<file path="src/hdl/cgt_pkg.sv">
// Shared constants, types and timing for the clock generation and trim unit
//
// Functional notes
// - The 4 MHz fast oscillator is divided to 1 MHz for the core, flash, peripheral and voltage ADC domains.
// - The two-wire serial domain gets the undivided clock and can be halted on its own.
// - With the serial clock halted, address watching stays on except in power-off.
// - Asynchronous external interrupt detection stays enabled except in power-off.
// - Gating the core clock stops all core activity.
// - The flash interface clock runs whenever the core clock runs.
// - The voltage ADC clock keeps running in idle while core and flash clocks halt.
// - The charge ADC clock stays on in power-save.
// - Watchdog and protection clock runs in every mode but power-off.
// - Unused domain clocks are stopped through the sleep mode.
// - Every reset copies the factory calibration byte into the trim register.
// - Wake from power-down or power-save waits 6 oscillator cycles.
// - Reset adds 14 cycles, plus 4.1 ms for code 01, plus 65 ms for code 10.
// - The start-up selector defaults to code 10.
// - Software reads and writes the trim byte; a write retunes at once.
// - Trim top bit selects the band; bands overlap so 0x7F beats 0x80.
// - Low seven trim bits tune monotonically, each step under 2 percent.
// - The ultra-low-power source is on with watchdog or protection outside power-off, and in reset.
package cgt_pkg;

  // ----------------------------------------
  // Types
  // ----------------------------------------
  typedef enum logic [2:0] {
    MODE_ACTIVE = 3'b000,
    MODE_IDLE = 3'b001,
    MODE_PSAVE = 3'b010,
    MODE_PDOWN = 3'b011,
    MODE_POFF = 3'b100
  } cgt_mode_e;

  typedef enum logic [2:0] {
    PH_LOAD = 3'b000,
    PH_RST_OSC = 3'b001,
    PH_RST_EXTRA = 3'b010,
    PH_RUN = 3'b011,
    PH_WAKE = 3'b100
  } cgt_phase_e;

  // ----------------------------------------
  // Start-up selector codes
  // ----------------------------------------
  localparam logic [1:0] SUT_SHORT = 2'h0;
  localparam logic [1:0] SUT_MID = 2'h1;
  localparam logic [1:0] SUT_LONG = 2'h2;
  localparam logic [1:0] SUT_DEFAULT = SUT_LONG;

  // ----------------------------------------
  // Timing
  // ----------------------------------------
  localparam int CLK_PERIOD_NS = 25;
  localparam logic [4:0] WAKE_OSC_CYCLES = 5'h06;
  localparam logic [4:0] RESET_OSC_CYCLES = 5'h0e;
  localparam int RESET_DLY_MID_NS = 4_100_000;
  localparam int RESET_DLY_LONG_NS = 65_000_000;
  localparam int RESET_DLY_MID_CYC = (RESET_DLY_MID_NS + CLK_PERIOD_NS - 1) / CLK_PERIOD_NS;
  localparam int RESET_DLY_LONG_CYC = (RESET_DLY_LONG_NS + CLK_PERIOD_NS - 1) / CLK_PERIOD_NS;
  localparam int DLY_W = 22;

  // ----------------------------------------
  // Oscillator model: phase step per mclk, toggle on carry
  // ----------------------------------------
  localparam logic [15:0] NCO_BASE = 16'h2933;
  localparam logic [15:0] NCO_STEP = 16'h0028;
  localparam logic [7:0] BAND_OFFSET = 8'h60;
  localparam int TRIM_BAND_BIT = 7;

  // ----------------------------------------
  // Domain indices
  // ----------------------------------------
  localparam int NUM_DOM = 7;
  localparam int DOM_CORE = 0;
  localparam int DOM_NVM = 1;
  localparam int DOM_PERIPH = 2;
  localparam int DOM_VADC = 3;
  localparam int DOM_CHARGE = 4;
  localparam int DOM_SERIAL = 5;
  localparam int DOM_WDT = 6;

endpackage

</file>
<file path="src/hdl/cgt_gate_if.sv">
// Link between the unit and one glitch-free clock gate
`timescale 1ns/1ps
interface cgt_gate_if;
  logic srcNext;
  logic enable;
  logic gatedClk;
  modport unit (output srcNext, output enable, input gatedClk);
  modport gate (input srcNext, input enable, output gatedClk);
endinterface

</file>
<file path="src/hdl/cgt_clock_unit.sv">
// Clock generation, domain gating, start-up delay and oscillator trim
`timescale 1ns/1ps
module cgt_clock_unit #(
  parameter int RESET_DLY_MID = cgt_pkg::RESET_DLY_MID_CYC,
  parameter int RESET_DLY_LONG = cgt_pkg::RESET_DLY_LONG_CYC
) (
  input wire logic mclk,
  input wire logic rst,
  input wire logic [7:0] calibByte,
  input wire logic trimWrEn,
  input wire logic [7:0] trimWrData,
  output logic [7:0] fastOscTrim,
  input wire logic [1:0] startupDelaySelect,
  input wire logic [2:0] sleepMode,
  input wire logic twiClkEnable,
  input wire logic vadcEnable,
  input wire logic ccadcEnable,
  input wire logic wdtEnable,
  input wire logic bprotEnable,
  input wire logic ulpClkPin,
  input wire logic ccadcSrcPin,
  output logic coreDomainClock,
  output logic nvmIfaceClock,
  output logic periphDomainClock,
  output logic voltAdcClock,
  output logic chargeAdcClock,
  output logic serial2wDomainClock,
  output logic wdtBprotClock,
  output logic ulpOscEnable,
  output logic twiAddrWatchEnable,
  output logic extIntAsyncEnable,
  output logic coreRunning
);

  // ----------------------------------------
  // State
  // ----------------------------------------
  typedef struct packed {
    logic [7:0] trim;
    logic [15:0] ncoAcc;
    logic fastClk;
    logic divPhase;
    logic divClk;
    cgt_pkg::cgt_phase_e phase;
    logic [4:0] oscCnt;
    logic [cgt_pkg::DLY_W-1:0] dlyCnt;
    logic [1:0] sutSel;
    logic [2:0] modePrev;
  } cgt_unit_s;

  cgt_unit_s st_r;
  cgt_unit_s st_nxt;

  logic [1:0] sutSynced;
  logic ulpSynced;
  logic ccSynced;
  logic [cgt_pkg::NUM_DOM-1:0] srcNext;
  logic [cgt_pkg::NUM_DOM-1:0] gateReq;
  logic [cgt_pkg::NUM_DOM-1:0] gclk;
  logic [15:0] ncoInc;
  logic [16:0] ncoSum;
  logic fastRise;
  logic modeOff;
  logic protOn;

  // ----------------------------------------
  // Pin synchronisers
  // ----------------------------------------
  // Selector defaults to code 10
  cgt_sync #(.W(2), .INIT(cgt_pkg::SUT_DEFAULT)) u_sutSync (
    .mclk(mclk),
    .rst(rst),
    .d(startupDelaySelect),
    .q(sutSynced)
  );

  cgt_sync #(.W(1), .INIT(1'b0)) u_ulpSync (
    .mclk(mclk),
    .rst(rst),
    .d(ulpClkPin),
    .q(ulpSynced)
  );

  cgt_sync #(.W(1), .INIT(1'b0)) u_ccSync (
    .mclk(mclk),
    .rst(rst),
    .d(ccadcSrcPin),
    .q(ccSynced)
  );

  // ----------------------------------------
  // Helpers
  // ----------------------------------------
  // Overlapping bands: upper band starts below the top of the lower one
  function automatic logic [7:0] trimEffective(input logic [7:0] t);
    if (t[cgt_pkg::TRIM_BAND_BIT]) begin
      trimEffective = {1'b0, t[6:0]} + cgt_pkg::BAND_OFFSET;
    end else begin
      trimEffective = {1'b0, t[6:0]};
    end
  endfunction

  function automatic logic isSleepDeep(input logic [2:0] m);
    isSleepDeep = (m == cgt_pkg::MODE_PSAVE) || (m == cgt_pkg::MODE_PDOWN);
  endfunction

  function automatic logic isAwake(input logic [2:0] m);
    isAwake = (m == cgt_pkg::MODE_ACTIVE) || (m == cgt_pkg::MODE_IDLE);
  endfunction

  // ----------------------------------------
  // Oscillator model
  // ----------------------------------------
  // Band bit picks range
  assign ncoInc = cgt_pkg::NCO_BASE + 16'(trimEffective(st_r.trim) * cgt_pkg::NCO_STEP);
  assign ncoSum = {1'b0, st_r.ncoAcc} + {1'b0, ncoInc};

  assign modeOff = (sleepMode == cgt_pkg::MODE_POFF);
  assign protOn = wdtEnable | bprotEnable;

  // ----------------------------------------
  // Next state
  // ----------------------------------------
  always_comb begin
    st_nxt = st_r;
    st_nxt.ncoAcc = ncoSum[15:0];
    st_nxt.fastClk = ncoSum[16] ? ~st_r.fastClk : st_r.fastClk;
    fastRise = ~st_r.fastClk & st_nxt.fastClk;
    st_nxt.modePrev = sleepMode;

    if (st_r.fastClk && !st_nxt.fastClk) begin
      st_nxt.divPhase = ~st_r.divPhase;
      if (st_r.divPhase) begin
        st_nxt.divClk = ~st_r.divClk;
      end
    end

    if (trimWrEn) begin
      st_nxt.trim = trimWrData;
    end

    case (st_r.phase)
      cgt_pkg::PH_LOAD: begin
        st_nxt.trim = calibByte;
        st_nxt.sutSel = sutSynced;
        st_nxt.oscCnt = '0;
        st_nxt.dlyCnt = '0;
        st_nxt.phase = cgt_pkg::PH_RST_OSC;
      end
      cgt_pkg::PH_RST_OSC: begin
        if (fastRise) begin
          st_nxt.oscCnt = st_r.oscCnt + 5'h01;
          if (st_r.oscCnt == cgt_pkg::RESET_OSC_CYCLES - 5'h01) begin
            st_nxt.oscCnt = '0;
            // Strap read late: at the load edge the synchroniser still holds its reset value
            st_nxt.sutSel = sutSynced;
            if (sutSynced == cgt_pkg::SUT_SHORT) begin
              st_nxt.phase = cgt_pkg::PH_RUN;
            end else begin
              st_nxt.phase = cgt_pkg::PH_RST_EXTRA;
            end
          end
        end
      end
      cgt_pkg::PH_RST_EXTRA: begin
        // Extra regulator delay; reserved code takes the long one
        st_nxt.dlyCnt = st_r.dlyCnt + 1'b1;
        if (st_r.sutSel == cgt_pkg::SUT_MID) begin
          if (st_r.dlyCnt == cgt_pkg::DLY_W'(RESET_DLY_MID - 1)) begin
            st_nxt.phase = cgt_pkg::PH_RUN;
          end
        end else if (st_r.dlyCnt == cgt_pkg::DLY_W'(RESET_DLY_LONG - 1)) begin
          st_nxt.phase = cgt_pkg::PH_RUN;
        end
      end
      cgt_pkg::PH_RUN: begin
        // Deep sleep exit waits for the oscillator
        if (isSleepDeep(st_r.modePrev) && isAwake(sleepMode)) begin
          st_nxt.oscCnt = '0;
          st_nxt.phase = cgt_pkg::PH_WAKE;
        end
      end
      cgt_pkg::PH_WAKE: begin
        if (fastRise) begin
          st_nxt.oscCnt = st_r.oscCnt + 5'h01;
          if (st_r.oscCnt == cgt_pkg::WAKE_OSC_CYCLES - 5'h01) begin
            st_nxt.oscCnt = '0;
            st_nxt.phase = cgt_pkg::PH_RUN;
          end
        end
      end
      default: begin
        st_nxt.phase = cgt_pkg::PH_LOAD;
      end
    endcase
  end

  // ----------------------------------------
  // Registers
  // ----------------------------------------
  always_ff @(posedge mclk or posedge rst) begin
    if (rst) begin
      st_r.trim <= 8'h00;
      st_r.ncoAcc <= 16'h0000;
      st_r.fastClk <= 1'b0;
      st_r.divPhase <= 1'b0;
      st_r.divClk <= 1'b0;
      st_r.phase <= cgt_pkg::PH_LOAD;
      st_r.oscCnt <= 5'h00;
      st_r.dlyCnt <= '0;
      st_r.sutSel <= cgt_pkg::SUT_DEFAULT;
      st_r.modePrev <= cgt_pkg::MODE_ACTIVE;
    end else begin
      st_r <= st_nxt;
    end
  end

  // ----------------------------------------
  // Domain enables per sleep mode
  // ----------------------------------------
  always_comb begin
    gateReq = '0;
    case (sleepMode)
      cgt_pkg::MODE_ACTIVE: begin
        gateReq[cgt_pkg::DOM_CORE] = 1'b1;
        gateReq[cgt_pkg::DOM_NVM] = 1'b1;
        gateReq[cgt_pkg::DOM_PERIPH] = 1'b1;
        gateReq[cgt_pkg::DOM_VADC] = vadcEnable;
        gateReq[cgt_pkg::DOM_CHARGE] = ccadcEnable;
        gateReq[cgt_pkg::DOM_SERIAL] = twiClkEnable;
      end
      cgt_pkg::MODE_IDLE: begin
        // ADC keeps running with core halted
        gateReq[cgt_pkg::DOM_PERIPH] = 1'b1;
        gateReq[cgt_pkg::DOM_VADC] = vadcEnable;
        gateReq[cgt_pkg::DOM_CHARGE] = ccadcEnable;
        // Serial domain halts on its own
        gateReq[cgt_pkg::DOM_SERIAL] = twiClkEnable;
      end
      cgt_pkg::MODE_PSAVE: begin
        gateReq[cgt_pkg::DOM_CHARGE] = ccadcEnable;
      end
      default: begin
        gateReq = '0;
      end
    endcase
    // Watchdog domain in all but power-off
    gateReq[cgt_pkg::DOM_WDT] = protOn & ~modeOff;
    // Hold domains until start-up is over
    if (st_r.phase != cgt_pkg::PH_RUN) begin
      gateReq[cgt_pkg::DOM_WDT - 1:0] = '0;
      if (st_r.phase != cgt_pkg::PH_WAKE) begin
        gateReq[cgt_pkg::DOM_WDT] = 1'b0;
      end
    end
  end

  // ----------------------------------------
  // Gate sources and instances
  // ----------------------------------------
  always_comb begin
    srcNext = {cgt_pkg::NUM_DOM{st_nxt.divClk}};
    // Serial domain takes the undivided clock
    srcNext[cgt_pkg::DOM_SERIAL] = st_nxt.fastClk;
    srcNext[cgt_pkg::DOM_CHARGE] = ccSynced;
    srcNext[cgt_pkg::DOM_WDT] = ulpSynced;
  end

  cgt_gate_if gif[cgt_pkg::NUM_DOM] ();

  genvar gi;
  generate
    for (gi = 0; gi < cgt_pkg::NUM_DOM; gi++) begin : g_dom
      assign gif[gi].srcNext = srcNext[gi];
      assign gif[gi].enable = gateReq[gi];
      assign gclk[gi] = gif[gi].gatedClk;
      cgt_clk_gate u_gate (
        .mclk(mclk),
        .rst(rst),
        .gp(gif[gi])
      );
    end
  endgenerate

  // ----------------------------------------
  // Outputs
  // ----------------------------------------
  assign coreDomainClock = gclk[cgt_pkg::DOM_CORE];
  assign nvmIfaceClock = gclk[cgt_pkg::DOM_NVM];
  assign periphDomainClock = gclk[cgt_pkg::DOM_PERIPH];
  assign voltAdcClock = gclk[cgt_pkg::DOM_VADC];
  assign chargeAdcClock = gclk[cgt_pkg::DOM_CHARGE];
  assign serial2wDomainClock = gclk[cgt_pkg::DOM_SERIAL];
  assign wdtBprotClock = gclk[cgt_pkg::DOM_WDT];
  assign fastOscTrim = st_r.trim;
  assign coreRunning = (st_r.phase == cgt_pkg::PH_RUN);

  // Low-power source on in reset and for protection outside power-off
  assign ulpOscEnable = rst | (st_r.phase == cgt_pkg::PH_LOAD)
      | (st_r.phase == cgt_pkg::PH_RST_OSC) | (st_r.phase == cgt_pkg::PH_RST_EXTRA)
      | (protOn & ~modeOff);

  // Address watch while serial clock is stopped
  assign twiAddrWatchEnable = ~modeOff & ~gateReq[cgt_pkg::DOM_SERIAL];

  assign extIntAsyncEnable = ~modeOff;

endmodule

</file>
<file path="src/hdl/cgt_sync.sv">
// Two flip-flop synchroniser for pin inputs
`timescale 1ns/1ps
module cgt_sync #(
  parameter int W = 1,
  parameter logic [W-1:0] INIT = '0
) (
  input wire logic mclk,
  input wire logic rst,
  input wire logic [W-1:0] d,
  output logic [W-1:0] q
);
  typedef struct packed {
    logic [W-1:0] meta;
    logic [W-1:0] stable;
  } cgt_sync_s;

  cgt_sync_s st_r;
  cgt_sync_s st_nxt;

  always_comb begin
    st_nxt.meta = d;
    st_nxt.stable = st_r.meta;
  end

  always_ff @(posedge mclk or posedge rst) begin
    if (rst) begin
      st_r <= {INIT, INIT};
    end else begin
      st_r <= st_nxt;
    end
  end

  assign q = st_r.stable;
endmodule

</file>
<file path="src/hdl/cgt_clk_gate.sv">
// Glitch-free registered clock gate
`timescale 1ns/1ps
module cgt_clk_gate (
  input wire logic mclk,
  input wire logic rst,
  cgt_gate_if.gate gp
);
  typedef struct packed {
    logic en;
    logic clk;
  } cgt_gate_s;

  cgt_gate_s st_r;
  cgt_gate_s st_nxt;

  always_comb begin
    st_nxt.en = gp.srcNext ? st_r.en : gp.enable;
    st_nxt.clk = gp.srcNext & st_nxt.en;
  end

  always_ff @(posedge mclk or posedge rst) begin
    if (rst) begin
      st_r <= '0;
    end else begin
      st_r <= st_nxt;
    end
  end

  assign gp.gatedClk = st_r.clk;
endmodule

</file>
<file path="config.mk">
export PLATFORM = sky130hd
export DESIGN_NAME = cgt_clock_unit
export DESIGN_NICKNAME = d
export VERILOG_FILES = /design/src/hdl/cgt_pkg.sv /design/src/hdl/cgt_gate_if.sv /design/src/hdl/cgt_clock_unit.sv /design/src/hdl/cgt_sync.sv /design/src/hdl/cgt_clk_gate.sv
export SDC_FILE = /design/constraint.sdc
export NUM_CORES = 1
export LEC_CHECK = 0
export BUFFER_PORTS_ARGS = -buffer_cell sky130_fd_sc_hd__buf_2
export CAP_MARGIN = 30
export CORE_MARGIN = 2
export CORE_UTILIZATION = 37
export CTS_CLUSTER_DIAMETER = 60
export DETAILED_ROUTE_END_ITERATION = 8
export GPL_TIMING_DRIVEN = 1
export PLACE_DENSITY = 0.54
export RECOVER_POWER = 25
export SYNTH_ARGS = -nofsm -noshare
export SYNTH_HDL_FRONTEND = slang
export SYNTH_SLANG_ARGS = --single-unit
</file>
<file path="constraint.sdc">
create_clock -name mclk -period 11.1 [get_ports mclk]
set_clock_uncertainty 0.15 [all_clocks]
set_input_delay 0.555 -clock mclk [delete_from_list [all_inputs] [get_ports mclk]]
set_output_delay 0.555 -clock mclk [all_outputs]
set_load 0.02 [all_outputs]
</file>
==> results.md <==
* CP startpoint kind: flip-flop
* Post_cts resized at 0
* LEAKAGE at 2.61 nW
* Overall power at 1.24 mW
* Failing checks: capacitance limit
* Synthesis-to-finish area growth at 14.2%
* Final HPWL DP at 6710 um
* Ports at 50
* Worst Setup Path Type: reg2reg
* Slew Viols, Final at 0
* Tot GR Track Use at 0.150
* H-tree Lvls at 3
* Worst-path clk slew at 0.06 ns
* Final ANT Viol Nets at 0
* Synth Net Count at 549
* Port bufs at 49
* Number of vias per cell at 4.93
* Clk root buf: clkbuf_16
* Die area at 0.0137 mm^2
* Later-pin clock latency in the skew report at 0.34 ns
* Ant diodes at 0
* Fin Setup TNS at 0 ns
* CTS Hold Bufs at 0
* Share of cells above drive strength 1 at 0.165
* Worst path cell trace: inv_1 -> ha_1 -> a21oi_1 -> ha_1 -> ha_1 -> inv_1 -> o21bai_1 -> a21oi_1 -> xor2_1 -> ha_1 -> inv_1 -> ha_1 -> nor2_1 -> nor2_1 -> o41a_4 -> nand4_1 -> a21oi_1 -> ha_1 -> nand2_1 -> xnor2_1 -> or4b_1 -> o21bai_1
* Buf/Inv on CP at 3
* FFs w/ async S/R, synth at 1.00
* First-pass GRT wire length at 16100 um
* Ranking of synthesized cells by area: dfrtp_1 41%, ha_1 11%, xnor2_1 3.7%
* Required time of the worst setup path at 11.21 ns
* Max_cap viols at 1
* CORE AREA at 0.0126 mm^2
* Clk sinks at 81
* Tcrit/Tclk final at 0.445
* CTS max path bufs at 2
* Cell count after synthesis at 476
* FF+latch count, synth at 81
* Worst-Margin Slew at 1.47 ns
* Post-synthesis sequential area ratio at 0.429
* Largest net degree at the start of global routing at 50
* Final net count at 589
* Max stage delay on crit path at 0.59 ns
* Status: complete, but fails checks
* Die W at 117 um
* Setup violations, final at 0
* Initial DRC count at 158
* Top-count cell post-synth: dfrtp_1
* CTS Buf Count at 9
* WL final at 9180 um
* CP delay by family, top: adder cells
* Avg Cell Area, Syn at 9.95 um^2
* DR pass1 iterations at 4
* Maximum vdd ir drop at 109 uV
* CP Max Fanout at 6
* WHS at 0.165 ns
* Vias at 3418
* Final min period at 4.94 ns
* Relative slew slack at 0.0126
* CTS tree: done
* Critical path endpoint category: flip-flop
* Synth Flop Type: dfrtp_1
* Row count at 41
* DR WL/cell at 13.2 um
* Gr ovfl total at 0
* Post-CTS Setup Repair Bufs at 0
* EDFF count, synth at 0
* Synth top cells by count: 78 x dfrtp_1, 45 x nor2_1, 40 x ha_1, 39 x inv_1, 38 x nand2_1
* Hold Crit Class: in2reg
* Die H at 117 um
* WP data arrival at 5.05 ns
* Top-area cell type share of the netlist area at 0.412
* Slowest cell on crit path: or4b_1
* Antenna violations before repair at 0
* Vias in the first global route at 3413
* Synth cell types at 65
* Dominant cell type by area after synthesis: dfrtp_1
* Mapped Area at 0.00473 mm^2
* Starting density of the core at 0.377
* Cell area power density at 229 mW/mm^2
* YS warnings at 0
* GPL Wtd Cong at 0.812
* Most used cell, CP: ha_1
* Post-route DRC violation count at 0
* RSZ-0062 raised after global routing: no
* Max Freq at 0.203 GHz
* Final Hold Viols at 0
==> layer usage <==
metal,routed length (um),GRT usage
met1,4390,0.197
met5,0,0
met3,278,0.0422
met4,105,0.0424
met2,4410,0.245
==> worst register-to-register path: stages (launching register included) <==
cell      delay, ns
dfrtp_1        0.42
inv_1          0.08
ha_1           0.28
a21oi_1        0.22
ha_1           0.27
ha_1           0.33
inv_1          0.09
o21bai_1       0.07
a21oi_1        0.21
xor2_1         0.11
ha_1           0.28
inv_1          0.04
ha_1           0.37
nor2_1         0.06
nor2_1         0.13
o41a_4         0.20
nand4_1        0.10
a21oi_1        0.22
ha_1           0.22
nand2_1        0.07
xnor2_1        0.18
or4b_1         0.59
o21bai_1       0.16
==> registers in the layout, summed over array words and instances, names as in the netlist, 2 cells and up, named ones only <==
name	cells
st_r	53
u_sutSync.q	2
g_dom.u_gate.gp.gatedClk	6
fastOscTrim	8
u_sutSync.st_nxt	2
==> kinds of logic after synthesis <==
logic type               count (synthesis)  share of synthesized area
XOR/XNOR                                37                     0.0684
AO/OA/AOI/OAI                           81                      0.115
adder cells (fa/ha/maj)                 42                      0.114
flip-flops                              81                      0.429
buffers and inverters                   61                     0.0566
multiplexers                            17                     0.0375
AND/OR/NAND/NOR                        157                      0.180
==> final timing paths <==
path	from	endpoint	slack, ns	cells past startpoint
hold / removal	startupDelaySelect[1]	u_sutSync.st_nxt[1]$_DFF_PP1_	0.16	1
min in group asynchronous	rst	u_ulpSync.q$_DFF_PP0_	0.39	2
setup / recovery	fastOscTrim[5]$_DFFE_PP0P_	flip-flop	6.16	22
setup reg to reg	fastOscTrim[5]$_DFFE_PP0P_	flip-flop	6.16	22
hold reg to reg	u_ccSync.st_nxt[0]$_DFF_PP0_	u_ccSync.q$_DFF_PP0_	0.20	0
max in group asynchronous	rst	st_r[42]$_DFF_PP0_	9.16	3
==> layout make-up <==
type                            count  area, um^2
Fill cell                        1220        7160
Sequential cell                    81        2030
Clock inverter                      3        67.6
Tap cell                          172         215
Inverter                           39         148
Clock buffer                       13         250
Multi-Input combinational cell    334        2440
Timing Repair Buffer               51         256
==> report_power, final <==
part           internal (mW)  switching, mW  leakage [nW]
clock network          0.203          0.116         0.150
logic                  0.252          0.310          1.44
registers              0.341         0.0149          1.02
total                  0.797          0.441          2.61
==> placed cells by master, fill, tap and decap left out, drive strengths merged, types with 9 or more instances in the layout <==
| cell | Yosys | final |
|---|---|---|
| buf | 15 | 48 |
| o21ai | 25 | 25 |
| mux2i | 11 | 11 |
| xnor2 | 20 | 20 |
| xor2 | 17 | 17 |
| ha | 40 | 40 |
| nand3 | 10 | 10 |
| dfrtp | 78 | 78 |
| nor3 | 9 | 9 |
| nand2 | 38 | 38 |
| and2 | 9 | 9 |
| nor2 | 46 | 46 |
| a21oi | 22 | 22 |
| clkbuf | 7 | 16 |
| inv | 39 | 38 |
| nand4 | 10 | 10 |
==> per-stage QoR <==
stage	utilization	instance area (um^2)	worst slack, ns	std cells
finish	0.430	5410	6.16	693
CTS	0.431	5410	6.13	693
floorplan	-	4730	6.57	476
global route	0.430	5410	5.74	693
detailed placement	0.405	5090	6.17	677
global placement	0.405	5090	6.39	677
No activity file was read; power rests on OpenSTA's default activity.
